`config.mk`:
```
export PLATFORM = sky130hd
export DESIGN_NAME = rox_exec
export DESIGN_NICKNAME = d
export VERILOG_FILES = /design/src/hdl/rox_pkg.sv /design/src/hdl/rox_phase_if.sv /design/src/hdl/rox_exec.sv /design/src/hdl/rox_phase.sv
export SDC_FILE = /design/constraint.sdc
export NUM_CORES = 1
export LEC_CHECK = 0
export ABC_AREA = 1
export BUFFER_PORTS_ARGS = -buffer_cell sky130_fd_sc_hd__buf_2
export CORE_ASPECT_RATIO = 0.5
export CORE_MARGIN = 5
export CORE_UTILIZATION = 53
export DETAILED_ROUTE_END_ITERATION = 10
export HOLD_SLACK_MARGIN = 0.1
export PLACE_DENSITY = 0.85
export SYNTH_ARGS = -nofsm -noshare
export SYNTH_HDL_FRONTEND = slang
export SYNTH_HIERARCHICAL = 1
export SYNTH_SLANG_ARGS = --single-unit
```
`constraint.sdc`:
```
create_clock -name ref_clk_in -period 3.2 [get_ports ref_clk_in]
set_input_delay 0 -clock ref_clk_in [delete_from_list [all_inputs] [get_ports ref_clk_in]]
set_output_delay 0 -clock ref_clk_in [all_outputs]
set_load 0.05 [all_outputs]
```
`src/hdl/rox_pkg.sv`:
```
// Shared constants and types of the return and option-load execution block
package rox_pkg;
	// Opcode patterns
	localparam logic [13:0] OP_RET_INT      = 14'h0009;
	localparam logic [13:0] OP_OPTION       = 14'h0062;
	localparam logic [13:0] RET_LIT_MASK    = 14'h3c00;
	localparam logic [13:0] RET_LIT_PATTERN = 14'h3400;
	// Widths and field positions
	localparam int INSTR_W = 14;
	localparam int PC_W    = 13;
	localparam int DATA_W  = 8;
	localparam int LIT_LSB = 0;
	// Reset values
	localparam logic [7:0]  OPTION_RESET = 8'hff;
	localparam logic [12:0] PC_RESET     = 13'h0000;
	localparam logic [7:0]  DATA_RESET   = 8'h00;
	// Timing: clocks per instruction cycle, cycles of a return instruction
	localparam int PHASES_PER_CYCLE = 4;
	localparam int RETURN_CYCLES    = 2;
	// Instruction cycle phases
	typedef enum logic [3:0] {
		ROX_Q1 = 4'h1,
		ROX_Q2 = 4'h2,
		ROX_Q3 = 4'h4,
		ROX_Q4 = 4'h8
	} rox_phase_t;
	// Decoded operations
	typedef enum logic [3:0] {
		ROX_NONE   = 4'h1,
		ROX_RET_INT = 4'h2,
		ROX_OPTLD   = 4'h4,
		ROX_RET_LIT = 4'h8
	} rox_op_t;
endpackage

```
`src/hdl/rox_phase_if.sv`:
```
// Phase signals shared between the phase generator and the executer
`timescale 1ns/100ps
interface rox_phase_if;
	import rox_pkg::*;
	rox_phase_t phase;
	modport src (output phase);
	modport snk (input phase);
endinterface

```
`src/hdl/rox_exec.sv`:
```
// Execution of return-from-interrupt, option-load and return-with-literal instructions
// What this block does
// - The return-from-interrupt opcode loads the program counter from the popped stack top and sets the global interrupt enable, over two cycles, with no status change.
// - The legacy option-load opcode copies the accumulator into the option register within one instruction cycle, with no status change.
// - The option register can also be read and written as an ordinary addressed register.
// - The return-with-literal opcode puts its 8-bit literal in the accumulator and loads the program counter from the popped stack top, ignoring opcode bits 9 and 8, over two cycles, with no status change.
`timescale 1ns/100ps
module rox_exec (
	// Clock and reset
	input  wire logic                            ref_clk_in,
	input  wire logic                            reset_in,
	// Instruction from fetch, sampled in Q1
	input  wire logic [rox_pkg::INSTR_W-1:0]     instr_in,
	// Datapath state
	input  wire logic [rox_pkg::PC_W-1:0]        stack_top_in,
	input  wire logic [rox_pkg::DATA_W-1:0]      accum_in,
	// Addressed option register access
	input  wire logic                            option_wr_in,
	input  wire logic [rox_pkg::DATA_W-1:0]      option_wdata_in,
	output logic      [rox_pkg::DATA_W-1:0]      option_rdata_out,
	// Datapath updates
	output logic                                 pc_load_out,
	output logic      [rox_pkg::PC_W-1:0]        pc_value_out,
	output logic                                 stack_pop_out,
	output logic                                 accum_load_out,
	output logic      [rox_pkg::DATA_W-1:0]      accum_value_out,
	output logic                                 global_interrupt_enable_set_out,
	output logic                                 status_write_out,
	// Fetch control and phase
	output logic                                 refill_out,
	output logic      [3:0]                      phase_out
);
	import rox_pkg::*;

	typedef struct packed {
		rox_op_t                op;
		logic                   refill;
		logic [DATA_W-1:0]      lit;
		logic                   int_en_set;
		logic                   pop;
		logic                   pc_load;
		logic [PC_W-1:0]        pc;
		logic                   w_load;
		logic [DATA_W-1:0]      w;
		logic [DATA_W-1:0]      opt;
	} rox_exec_st_t;

	rox_phase_if ph ();

	rox_phase u_phase (
		.ref_clk_in (ref_clk_in),
		.reset_in   (reset_in),
		.ph         (ph)
	);

	rox_exec_st_t st;
	rox_exec_st_t next_st;

	always_comb begin
		next_st         = st;
		next_st.int_en_set = 1'b0;
		next_st.pop     = 1'b0;
		next_st.pc_load = 1'b0;
		next_st.w_load  = 1'b0;
		// Addressed write to the option register
		if (option_wr_in) begin
			next_st.opt = option_wdata_in;
		end
		case (ph.phase)
			ROX_Q1: begin
				// Decode; the refill cycle runs as a no-operation
				next_st.lit = instr_in[LIT_LSB +: DATA_W];
				if (st.refill) begin
					next_st.op = ROX_NONE;
				end else if (instr_in == OP_RET_INT) begin
					next_st.op = ROX_RET_INT;
				end else if (instr_in == OP_OPTION) begin
					next_st.op = ROX_OPTLD;
				end else if ((instr_in & RET_LIT_MASK) == RET_LIT_PATTERN) begin
					next_st.op = ROX_RET_LIT;
				end else begin
					next_st.op = ROX_NONE;
				end
			end
			ROX_Q2: begin
				// Interrupt enable set lands in Q3
				if (st.op == ROX_RET_INT) begin
					next_st.int_en_set = 1'b1;
				end
			end
			ROX_Q3: begin
				// Pop, accumulator and option writes land in Q4
				if (st.op == ROX_RET_INT || st.op == ROX_RET_LIT) begin
					next_st.pop     = 1'b1;
					next_st.pc_load = 1'b1;
					next_st.pc      = stack_top_in;
				end
				if (st.op == ROX_RET_LIT) begin
					next_st.w_load = 1'b1;
					next_st.w      = st.lit;
				end
				if (st.op == ROX_OPTLD) begin
					next_st.opt = accum_in;
				end
			end
			default: begin
				// End of cycle: a return starts its refill cycle
				next_st.refill = (st.op == ROX_RET_INT || st.op == ROX_RET_LIT);
				next_st.op     = ROX_NONE;
			end
		endcase
	end

	always_ff @(posedge ref_clk_in) begin
		if (reset_in) begin
			st <= '{
				op:         ROX_NONE,
				refill:     1'b0,
				lit:        DATA_RESET,
				int_en_set: 1'b0,
				pop:        1'b0,
				pc_load:    1'b0,
				pc:         PC_RESET,
				w_load:     1'b0,
				w:          DATA_RESET,
				opt:        OPTION_RESET
			};
		end else begin
			st <= next_st;
		end
	end

	assign option_rdata_out                = st.opt;
	assign pc_load_out                     = st.pc_load;
	assign pc_value_out                    = st.pc;
	assign stack_pop_out                   = st.pop;
	assign accum_load_out                  = st.w_load;
	assign accum_value_out                 = st.w;
	assign global_interrupt_enable_set_out = st.int_en_set;
	assign status_write_out                = 1'b0;
	assign refill_out                      = st.refill;
	assign phase_out                       = ph.phase;
endmodule

```
`src/hdl/rox_phase.sv`:
```
// Four-phase instruction cycle generator
`timescale 1ns/100ps
module rox_phase (
	// Clock and reset
	input  wire logic ref_clk_in,
	input  wire logic reset_in,
	// Phase out
	rox_phase_if.src  ph
);
	import rox_pkg::*;

	typedef struct packed {
		rox_phase_t phase;
	} rox_phase_st_t;

	rox_phase_st_t st;
	rox_phase_st_t next_st;

	always_comb begin
		next_st = st;
		case (st.phase)
			ROX_Q1: next_st.phase = ROX_Q2;
			ROX_Q2: next_st.phase = ROX_Q3;
			ROX_Q3: next_st.phase = ROX_Q4;
			default: next_st.phase = ROX_Q1;
		endcase
	end

	always_ff @(posedge ref_clk_in) begin
		if (reset_in) begin
			st <= '{phase: ROX_Q1};
		end else begin
			st <= next_st;
		end
	end

	assign ph.phase = st.phase;
endmodule

```
=== Yosys cells after proc, flatten, opt, wreduce, memory -nomap -nowiden ===
Cells that the tools add are included.

* Register bits: 50

* Mux-type cells: 12
* Reduce and logical (&&, ||, !) cells: 7
* Bitwise logic cells: 2
* Equal/unequal tests: 9

{| class="wikitable"
|+ Operators with widths
! operator !! number
|-
| $mux W8 || 3
|-
| $mux W4 || 4
|-
| $mux W15 || 1
|-
| $eq A14 B4 Y1 const B || 1
|-
| $eq A14 B7 Y1 const B || 1
|-
| $pmux W4 S3 || 1
|-
| $mux W9 || 1
|-
| $eq A4 B2 Y1 const B || 2
|-
| $eq A4 B3 Y1 const B || 2
|-
| $eq A4 B4 Y1 const B || 2
|-
| $pmux W4 S2 || 1
|-
| $reduce_or A2 Y1 || 3
|-
| $eq A4 B1 Y1 const B || 1
|-
| $reduce_and A2 Y1 || 2
|-
| $reduce_or A3 Y1 || 1
|-
| $not A1 Y1 || 2
|-
| $logic_or A1 B1 Y1 || 1
|-
| $mux W1 || 1
|}

=== Longest topological paths before layout ===
Gate-level depths: netlist of the first run.

* Depth in word-level cells: 6
* Mapped depth: 9
* Depth with buffers taken out: 9

=== Hierarchy ===
Netlist of the first run, hierarchy kept.

{| class="wikitable"
|+ Modules (own cells, without submodules)
! module !! cells an instance !! instances !! seq. area each (um^2) !! area an instance (um^2)
|-
| rox_exec || 282 || 1 || 900.9 || 2,164.6
|-
| rox_phase || 19 || 1 || 80.1 || 147.6
|}

=== Least setup slack after synthesis of the first run ===
Ideal clock, no wire load.

* Path type: reg2reg
* Start point: register u_phase.st (netlist bit u_phase/ph.phase[2])
* End point: register st (netlist bit accum_value_out[6])
* Stages on the path, launching flop included: 8
* Library setup time: 0.066 ns
* Data arrival time: 1.513 ns
* Setup slack: 1.620 ns
* Required time: 3.134 ns
* Cells stage by stage: dfxtp_1 -> nand2_2 -> nor2_8 -> inv_4 -> nor2_8 -> buf_8 -> o21ai_1 -> a21oi_2

* Word-level cells in the longest chain between the ends: 2

{| class="wikitable"
|+ RTL lines
! what !! RTL line !! text
|-
| start, declared || rox_phase.sv:16 || <nowiki>rox_phase_st_t st;</nowiki>
|-
| start signal, assigned || rox_phase.sv:31 || <nowiki>st <= '{phase: ROX_Q1};</nowiki>
|-
| start signal, assigned || rox_phase.sv:33 || <nowiki>st <= next_st;</nowiki>
|-
| $eq A4 B3 Y1 || rox_exec.sv:69 || <nowiki>case (ph.phase)</nowiki>
|-
| $reduce_and A2 Y1 (no source line) || n/a ||
|-
| end signal, assigned || rox_exec.sv:116 || <nowiki>st <= '{</nowiki>
|-
| end signal, assigned || rox_exec.sv:129 || <nowiki>st <= next_st;</nowiki>
|-
| end, declared || rox_exec.sv:56 || <nowiki>rox_exec_st_t st;</nowiki>
|}

No other way between the ends.
A chain may end at the register's enable or synchronous reset.

=== Worst setup path in the final report of the first run ===
* Start point: register u_phase.st (netlist bit u_phase/ph.phase[0])
* End point: register st (netlist bit option_rdata_out[4])

* Word-level cells in the longest chain between the ends: 2

{| class="wikitable"
|+ RTL lines
! what !! RTL line
|-
| $eq A4 B3 Y1 || rox_exec.sv:69
|-
| $mux W8 || rox_exec.sv:69
|}

No other way between the ends.

==> summary.md, run 1 <==
| Metric | Value |
|---|---|
| Final period util | 0.637 |
| Measured slew at the worst slew-check pin | 678 ps |
| Worst EP arrival | 2280 ps |
| Post-synth top area cell | dfxtp_1 |
| Net switching power figure | 0.423 mW |
| Gr usage total | 0.194 |
| Die width | 103 um |
| Startpoint Class | register |
| Placed Cells | 399 |
| Sw frac | 0.284 |
| Most frequent cell after synthesis | dfxtp_1 |
| Ranking of synthesized cells by area | dfxtp_1 42%, buf_4 10%, nand2_1 7.6% |
| Final hold vios | 0 |
| Iter 0 DRT Violations | 70 |
| Clock tree buffer depth | 2 |
| Hold_ws | 106 ps |
| Number of diodes | 0 |
| Via density | 4.85 |
| Syn_nets | 347 |
| CP Max Fanout | 16 |
| Yosys cell types | 28 |
| Count of yosys warnings during synthesis | 6 |
| Die Y | 56.7 um |
| Vias in the first global route | 2,057 |
| TritonCTS clock tree | built |
| First-pass GRT wire length | 9.10 mm |
| Buffers on Ports | 83 |
| Final min period | 2040 ps |
| Int Power | 1.07 mW |
| Max cap viols | 0 |
| Area Overhead vs Synth | 29.9% |
| Hold WC Path Type | input port to register |
| Clock buffer count from CTS | 5 |
| Placed cell areas | 0.00249 mm2 |
| Seq cells post-synth | 49 |
| Yosys top cell area share | 0.424 |
| Worst VDD drop | 0.000262 V |
| Pleak | 1.42 nW |
| Final non-filler cell total | 444 |
| Clock Skew | 11.7 ps |
| Worst Path Required | 3440 ps |
| Post-route DRC | 0 |
| FMAX | 490 MHz |
| Fill count | 358 |
| Clock-pin slew on the worst setup and hold paths | 100 ps |
| Post-route ant nets | 0 |
| Rows | 17 |
| Post-synth top cells | 49 x dfxtp_1, 47 x nand2_1, 33 x inv_1, 31 x buf_4, 30 x a21oi_1 |
| Layout cell share with drive strength beyond 1 | 0.284 |
| Max transition margin | 0.548 |
| Seq pwr share | 0.454 |
| Clk_lat worst skew | 300 ps |
| Grt ovf | 0 |
| Critical Setup Path Class | register to register |
| Critical Path End Type | register |
| Largest net degree at the start of global routing | 26 |
| Clock root buffer | clkbuf_8 |
| IO Pins | 85 |
| Nets@finish | 432 |
| Setup violations, final | 0 |
| Avg Inst Size Synth | 7.68 um2 |
| EDFF count, synth | 0 |
| FFs w/ async S/R, synth | 0 |
| Final Max Tran Viols | 0 |
| PwrDens | 496 mW/mm2 |
| Clock Sinks | 49 |
| Clk network pwr share | 0.354 |
| Die area | 0.00586 mm2 |
| Core region area | 0.00430 mm2 |
| Detailed-route via count | 2,155 |
| Sequential cell area | 981 um2 |
| Starting density of the core | 0.538 |
| Area taken by multi-input logic gates | 886 um2 |
| Status | finished, final reports clean |
| Initial antenna violation count | 0 |
| Post-route design area | 0.00300 mm2 |
| GPL Wtd Cong | 0.740 |
| H-tree Lvls | 2 |
| Top FF cell, synth | dfxtp_1 |
| Synth Cell Area | 0.00231 mm2 |
| Post-CTS setup buffer count | 0 |
| Post-DP HPWL | 3.81 mm |
| Drt pass-1 iters | 4 |
| Final wirelength | 5.64 mm |
| Register area share after synthesis | 0.424 |
| WL/cell | 12.7 um |
| RSZ-0062 raised after global routing | false |
| Mapped Cells | 301 |
| Logic gate share of total power | 0.192 |
| Setup TNS | 0 ps |
[critical path, cell delays in order, from the launching register on]
cell and delay (ps):
dfxtp_1 380, inv_2 80, nand2_2 80, nor2_8 280, nand4_4 220, inv_2 190, nand2_1 70, nand3_1 90
dlygate4sd3_1 570
[cells by family (layout without fill, tap and decap cells)]
logic type	after synthesis	in the layout	synth area share
and+or+nand+nor	115	115	0.246
buffers and inverters	79	165	0.193
other	1	1	0.00162
DFF	49	49	0.424
AOI/OAI and AO/OA	57	57	0.135
[routing by layer]
layer	GRT usage	share of wire	vias to the layer above
li1	-	-	1099
met1	0.224	0.41	968
met2	0.343	0.50	72
met3	0.0471	0.065	16
met4	0.0720	0.027	0
met5	0	0	-
[layout make-up]
cell class              instances  area share
inverters                      37      0.0471
repair buffers                120       0.262
clock inverters                 3      0.0229
well taps                      57      0.0237
clock buffers                   5      0.0229
multi-input cells             173       0.295
flip-flops and latches         49       0.327
[path summary, 6_finish.rpt]
kind,startpoint,to,slack [ps],cells past startpoint
min reg2reg,pc_value_out[6],pc_value_out[6],460,2
min,instr_in[8],st[44],110,5
max reg2reg,u_phase/ph.phase[0],option_rdata_out[4],1160,8
max,u_phase/ph.phase[0],option_rdata_out[4],1160,8
[through the flow]
stage / setup slack [ps] / total power, mW / utilization
floorplan: 1620 / 0.875 / -
finish: 1160 / 1.49 / 0.699
CTS: 1170 / 1.49 / 0.699
global placement: 1820 / 0.926 / 0.581
detailed placement: 1690 / 0.939 / 0.581
global route: 1030 / 1.55 / 0.699
[timing repair]
action,CTS,global route
endpoints found under the hold margin,29,0
gates resized for setup,0,0
hold buffers,37,0
[state kept, by name, indices dropped and copies added, names as in the netlist]
signal	count
accum_load_out	1
accum_value_out	8
global_interrupt_enable_set_out	1
option_rdata_out	8
pc_value_out	13
refill_out	1
st	12
stack_pop_out	1
u_phase/ph.phase	4
[cells in the final DEF (no fill, tap or decap), drive strengths merged]
cell / netlist / routed
dlygate4sd3: 0 / 37
buf: 37 / 83
o21ai: 17 / 17
nor2: 28 / 28
or2: 1 / 1
nand2: 51 / 51
nand4: 3 / 3
nand3b: 1 / 1
nand3: 30 / 30
o211ai: 8 / 8
inv: 37 / 38
clkbuf: 5 / 5
conb: 1 / 1
nor3: 1 / 1
a21oi: 32 / 32
bufinv: 0 / 2
dfxtp: 49 / 49
[power groups by stage]
stage | Clock [mW] | Combinational, mW | Sequential (mW)
floorplan | 0 | 0.154 | 0.722
global placement | 0 | 0.238 | 0.688
detailed placement | 0 | 0.248 | 0.691
CTS | 0.530 | 0.283 | 0.676
global route | 0.556 | 0.314 | 0.683
finish | 0.528 | 0.286 | 0.677
(Power assumes the default switching activity.)
==> run 2, diff against run 1 <==
Settings changed: CORE_UTILIZATION 53 to 49, PLACE_DENSITY 0.85 to 0.79.
Clock period 3.2 ns to 2.1 ns, I/O delays scaled along.
==> run 2 against run 1 <==
Die area rose by 7.0%. Sequential power up 52%. Critical endpoint is now option_rdata_out[1]. Critical path depth down 3. Count of clock-buffer cells in the layout unchanged. Setup slack worse by 1000 ps. Sequential share of layout area is 0.61 points lower. Critical path type is now input port to register. Final area up 1.9%. Non-clock buffer count rose by 6.
==> summary.md, run 2 (same netlist as run 1, synthesis figures left out) <==
| Metric | Value |
|---|---|
| Clock-pin slew on the worst setup and hold paths | 90 ps (about the same) |
| Largest net degree at the start of global routing | 26 (unchanged) |
| GPL Wtd Cong | 0.757 (+2.2%) |
| Worst Path Required | 2290 ps (-1150 ps) |
| Post-DP HPWL | 3.68 mm (-3.3%) |
| Startpoint Class | input port |
| Final period util | 0.929 |
| Final Max Tran Viols | 0 (unchanged) |
| Setup violations, final | 0 (unchanged) |
| Drt pass-1 iters | 6 (+2) |
| Layout cell share with drive strength beyond 1 | 0.290 (+0.00584) |
| Grt ovf | 0 (unchanged) |
| Worst VDD drop | 0.000374 V (+43%) |
| Die area | 0.00628 mm2 (+7.0%) |
| Final min period | 1950 ps |
| CP max stage cell | dlygate4sd3_1 |
| Worst EP arrival | 2140 ps (-140 ps) |
| Worst stage delay on the critical path | 600 ps (+30 ps) |
| Hold Path Cell Cnt | 5 (unchanged) |
| Starting density of the core | 0.515 (-0.0230) |
| Detailed-route via count | 2,190 (+1.6%) |
| Clock Sinks | 49 (unchanged) |
| CP Max Fanout | 25 (+9) |
| Core region area | 0.00449 mm2 (+4.5%) |
| DR WL met2 | 2.86 mm (+1.5%) |
| Clock Skew | 5.95 ps (-5.74 ps) |
| Die width | 107 um (+3.6%) |
| Max cap viols | 0 (unchanged) |
| Clock buffer count from CTS | 5 (unchanged) |
| Initial antenna violation count | 0 (unchanged) |
| Clk_lat worst skew | 300 ps (about the same) |
| Wl on met1 | 2.40 mm (+4.0%) |
| Hold WC Path Type | input port to register |
| Hold_ws | 121 ps (+15.6 ps) |
| Placed Cells | 408 (+2.3%) |
| Gr usage total | 0.185 (-0.00915) |
| Via density | 4.77 (-1.7%) |
| Clock root buffer | clkbuf_8 |
| FMAX | 513 MHz |
| Top layer in use | met4 |
| Commonest non-fill, non-tap cell in the layout | buf_2 |
| Reg2reg path depth | 8 (unchanged) |
| Top Family by Delay on Critical Path | buffers and inverters |
| Buffers on Ports | 83 (unchanged) |
| Post-route ant nets | 0 (unchanged) |
| Fill count | 395 (+10%) |
| Nets@finish | 438 (+1.4%) |
| RSZ-0062 raised after global routing | false |
| H-tree Lvls | 2 (unchanged) |
| Top cell by count, worst path | dlygate4sd3_1 |
| Post-route DRC | 0 (unchanged) |
| FF-to-FF End | option_rdata_out[1] |
| Status | finished, final reports clean |
| R2R Path Start | u_phase/ph.phase[1] |
| Setup TNS | 0 ps (unchanged) |
| Final hold vios | 0 (unchanged) |
| Most frequent cells in the layout | 83 x buf_2, 49 x dfxtp_1, 47 x nand2_1, 39 x dlygate4sd3_1, 33 x inv_1 |
| R2R setup slack | 230 ps (-930 ps) |
| Hold_sp | instr_in[9] |
| Vias in the first global route | 2,094 (+1.8%) |
| Clock tree buffer depth | 2 (unchanged) |
| Hold Path End | st[44] |
| Rows | 17 (unchanged) |
| Measured slew at the worst slew-check pin | 695 ps (+17.1 ps) |
| Max transition margin | 0.536 (-0.0114) |
| Area Overhead vs Synth | 32.4% |
| Largest register FFs | 13 (unchanged) |
| Pleak | 1.45 nW (+2.2%) |
| PwrDens | 736 mW/mm2 (+48%) |
| Buf/Inv on CP | 4 (+1) |
| First-pass GRT wire length | 9.27 mm (+1.8%) |
| Metal3 WL | 286 um (-22%) |
| Final non-filler cell total | 459 (+3.4%) |
| Final wirelength | 5.69 mm (+0.74%) |
| Critical Setup Path Class | input port to register |
| Iter 0 DRT Violations | 72 (+2.9%) |
| WL/cell | 12.4 um (-2.5%) |
| CP Cell Sequence | dlygate4sd3_1 -> buf_2 -> inv_1 -> nand3_1 -> dlygate4sd3_1 |
| Die Y | 58.6 um (+3.3%) |
| Number of diodes | 0 (unchanged) |
| IO Pins | 85 (unchanged) |
| CTS resizes | 0 (unchanged) |
| TritonCTS clock tree | built |
| Critical Path End Type | register |
==> run 2: changes by cell type in the layout (fill, tap and decap cells not counted) <==
cell / before / now
buf_4: 0 / 4
dlygate4sd3_1: 37 / 39
clkinv_2: 0 / 1
inv_6: 1 / 0
==> run 2: worst max-delay path by stage <==
stage / from / end / slack (ps) / cells after the start
after global placement: u_phase/ph.phase[0] / accum_value_out[0] / 690 / 8
after global routing: reset_in / option_rdata_out[7] / 20 / 5
final: reset_in / option_rdata_out[1] / 150 / 5
after CTS: u_phase/ph.phase[0] / option_rdata_out[1] / 90 / 8
after floorplan: u_phase/ph.phase[2] / accum_value_out[6] / 520 / 7
after detailed placement: u_phase/ph.phase[3] / st[43] / 570 / 5
==> run 2: area by class of cell <==
cell class | instances | area, um2 | share of cell area
clock buffers | 5 | 68.8 | 0.0225
clock inverters | 3 | 65.1 | 0.0213
inverters | 37 | 141 | 0.0462
multi-input cells | 173 | 886 | 0.289
flip-flops and latches | 49 | 981 | 0.321
well taps | 66 | 82.6 | 0.0270
repair buffers | 126 | 836 | 0.273
==> run 2: power by group <==
part | internal (mW) | switching [mW]
sequential | 0.992 | 0.0396
combinational | 0.159 | 0.277
clock | 0.473 | 0.312
==> run 2: stage by stage <==
step	util	worst slack [ps]	total power, mW	instance area [um2]
final	0.682	149	2.25	3060
after global routing	0.682	23.1	2.37	3060
after CTS	0.675	91.6	2.27	3030
after floorplan	-	520	1.33	2310
after global placement	0.558	692	1.41	2510
after detailed placement	0.558	569	1.43	2510
==> run 2: routing by layer <==
layer | vias to the layer above | GRT usage
met5 | - | 0
met4 | 0 | 0.0856
met3 | 13 | 0.0383
met2 | 62 | 0.335
met1 | 1005 | 0.213
li1 | 1110 | -
==> run 2: what timing repair did <==
| item | in CTS | in global routing |
|---|---|---|
| hold buffers | 39 | 0 |
| setup buffers | 0 | 4 |
| hold endpoints to repair | 31 | 0 |
| endpoints found under the setup margin | 0 | 8 |
==> run 2: worst min-delay path: cells and delay by family <==
family          cells  cell delay (ps)
simple gates        3              260
buf+inv             1               70
compound gates      1               60
==> run 3, diff against run 2 <==
Settings changed: RECOVER_POWER from default to 100.
==> run 3 against run 2 <==
Clock power about the same. Largest cell class unchanged. Global-route usage unchanged. Final cell count unchanged. Highest routed layer unchanged. Setup slack improved by 3.3 ps. Via count decreased by 0.23%. Sequential share of layout area increased by 0.90 points.
==> summary.md, run 3 (same netlist as run 1, synthesis figures left out) <==
| Metric | Value |
|---|---|
| Worst Path Required | 2290 ps (about the same) |
| PwrDens | 754 mW/mm2 (+2.4%) |
| Setup violations, final | 0 (unchanged) |
| Max transition margin | 0.537 (about the same) |
| Die area | 0.00628 mm2 (unchanged) |
| Startpoint Class | input port |
| Post-route ant nets | 0 (unchanged) |
| Clock buffer count from CTS | 5 (unchanged) |
| Area Overhead vs Synth | 28.7% |
| Iter 0 DRT Violations | 67 (-6.9%) |
| Starting density of the core | 0.515 (unchanged) |
| Final hold vios | 0 (unchanged) |
| Status | finished, final reports clean |
| Clk_lat worst skew | 300 ps (about the same) |
| Final wirelength | 5.74 mm (+1.0%) |
| RSZ-0062 raised after global routing | false |
| TritonCTS clock tree | built |
| Largest register FFs | 13 (unchanged) |
| Drt pass-1 iters | 6 (unchanged) |
| Measured slew at the worst slew-check pin | 694 ps (-0.494 ps) |
| Die width | 107 um (unchanged) |
| CTS resizes | 0 (unchanged) |
| Final period util | 0.927 (-0.00157) |
| Final min period | 1950 ps (-3.30 ps) |
| CP Max Fanout | 25 (unchanged) |
| Detailed-route via count | 2,185 (-0.23%) |
| Die Y | 58.6 um (unchanged) |
| Largest net degree at the start of global routing | 26 (unchanged) |
| Worst VDD drop | 0.000370 V (-1.1%) |
| Gr usage total | 0.185 (unchanged) |
| Clock root buffer | clkbuf_8 |
| First-pass GRT wire length | 9.27 mm (unchanged) |
| Core region area | 0.00449 mm2 (unchanged) |
| Post-route DRC | 0 (unchanged) |
| Layout cell share with drive strength beyond 1 | 0.178 (-0.112) |
| Grt ovf | 0 (unchanged) |
| Number of diodes | 0 (unchanged) |
| Critical Path End Type | register |
| FMAX | 514 MHz (+0.17%) |
| Via density | 4.76 (-0.23%) |
| IO Pins | 85 (unchanged) |
| Nets@finish | 438 (unchanged) |
| Util after Layout | 0.663 (-0.0187) |
| Max cap viols | 0 (unchanged) |
| Worst EP arrival | 2130 ps (about the same) |
| GPL Wtd Cong | 0.757 (unchanged) |
| Clock-pin slew on the worst setup and hold paths | 90 ps (about the same) |
| Final Max Tran Viols | 0 (unchanged) |
| Critical Setup Path Class | input port to register |
| Clock Skew | 6.12 ps (+0.170 ps) |
| Most frequent cells in the layout | 49 x nand2_1, 49 x dfxtp_1, 45 x buf_2, 40 x clkbuf_1, 39 x dlygate4sd3_1 |
| Vias in the first global route | 2,094 (unchanged) |
| Rows | 17 (unchanged) |
| Hold WC Path Type | input port to register |
| Clock Sinks | 49 (unchanged) |
| Total power | 2.24 mW (-0.44%) |
| Initial antenna violation count | 0 (unchanged) |
| Buffers on Ports | 83 (unchanged) |
| Pleak | 1.26 nW (-13%) |
| Clock tree buffer depth | 2 (unchanged) |
| Post-DP HPWL | 3.68 mm (unchanged) |
| WL/cell | 12.5 um (+1.0%) |
| H-tree Lvls | 2 (unchanged) |
| Setup TNS | 0 ps (unchanged) |
-- run 3: changes by cell type in the layout (fill, tap and decap cells not counted), sizes merged --
cell,change
buf,-40
clkbuf,+40
-- run 3: repair_timing --
action	CTS	global route
hold endpoints to repair	31	0
setup buffers	0	4
hold buffers	39	0
endpoints found under the setup margin	0	8
-- run 3: per-stage QoR --
step / worst slack [ps] / cell area, um2 / hold slack, ps / instances
5_1_grt: 32.4 / 2980 / 134 / 459
4_1_cts: 91.6 / 3030 / 102 / 455
3_5_place_dp: 569 / 2510 / 219 / 408
2_1_floorplan: 520 / 2310 / 126 / 301
6_report: 153 / 2980 / 121 / 459
3_3_place_gp: 692 / 2510 / 212 / 408
-- run 3: final timing paths --
check / start / end / slack [ps] / depth (start not counted)
max: reset_in / option_rdata_out[1] / 150 / 5
min: instr_in[9] / st[44] / 120 / 5
max reg2reg: u_phase/ph.phase[1] / option_rdata_out[1] / 200 / 8
min reg2reg: st[38] / accum_value_out[5] / 460 / 2
-- run 3: final cells by class --
type                    instances  area [um2]
repair buffers                126         781
clock inverters                 3        65.1
multi-input cells             173         857
clock buffers                   5        68.8
well taps                      66        82.6
fillers                       426        1510
flip-flops and latches         49         981
inverters                      37         141
-- run 3: worst max-delay path, cell delays in order --
cell and delay (ps):
dlygate4sd3_1 530, buf_2 260, inv_1 570, nand3_1 170, dlygate4sd3_1 600
-- run 3: report_power, final --
| part | total (mW) | internal [mW] | switching (mW) |
|---|---|---|---|
| Clock | 0.785 | 0.473 | 0.312 |
| Combinational | 0.426 | 0.150 | 0.276 |
| Sequential | 1.03 | 0.992 | 0.0401 |
-- run 3: metal layers --
layer	track usage	up-vias	wire (um)
met4	0.0856	0	142
met2	0.335	53	2870
met5	0	-	0
met3	0.0383	13	250
li1	-	1112	-
met1	0.213	1007	2480
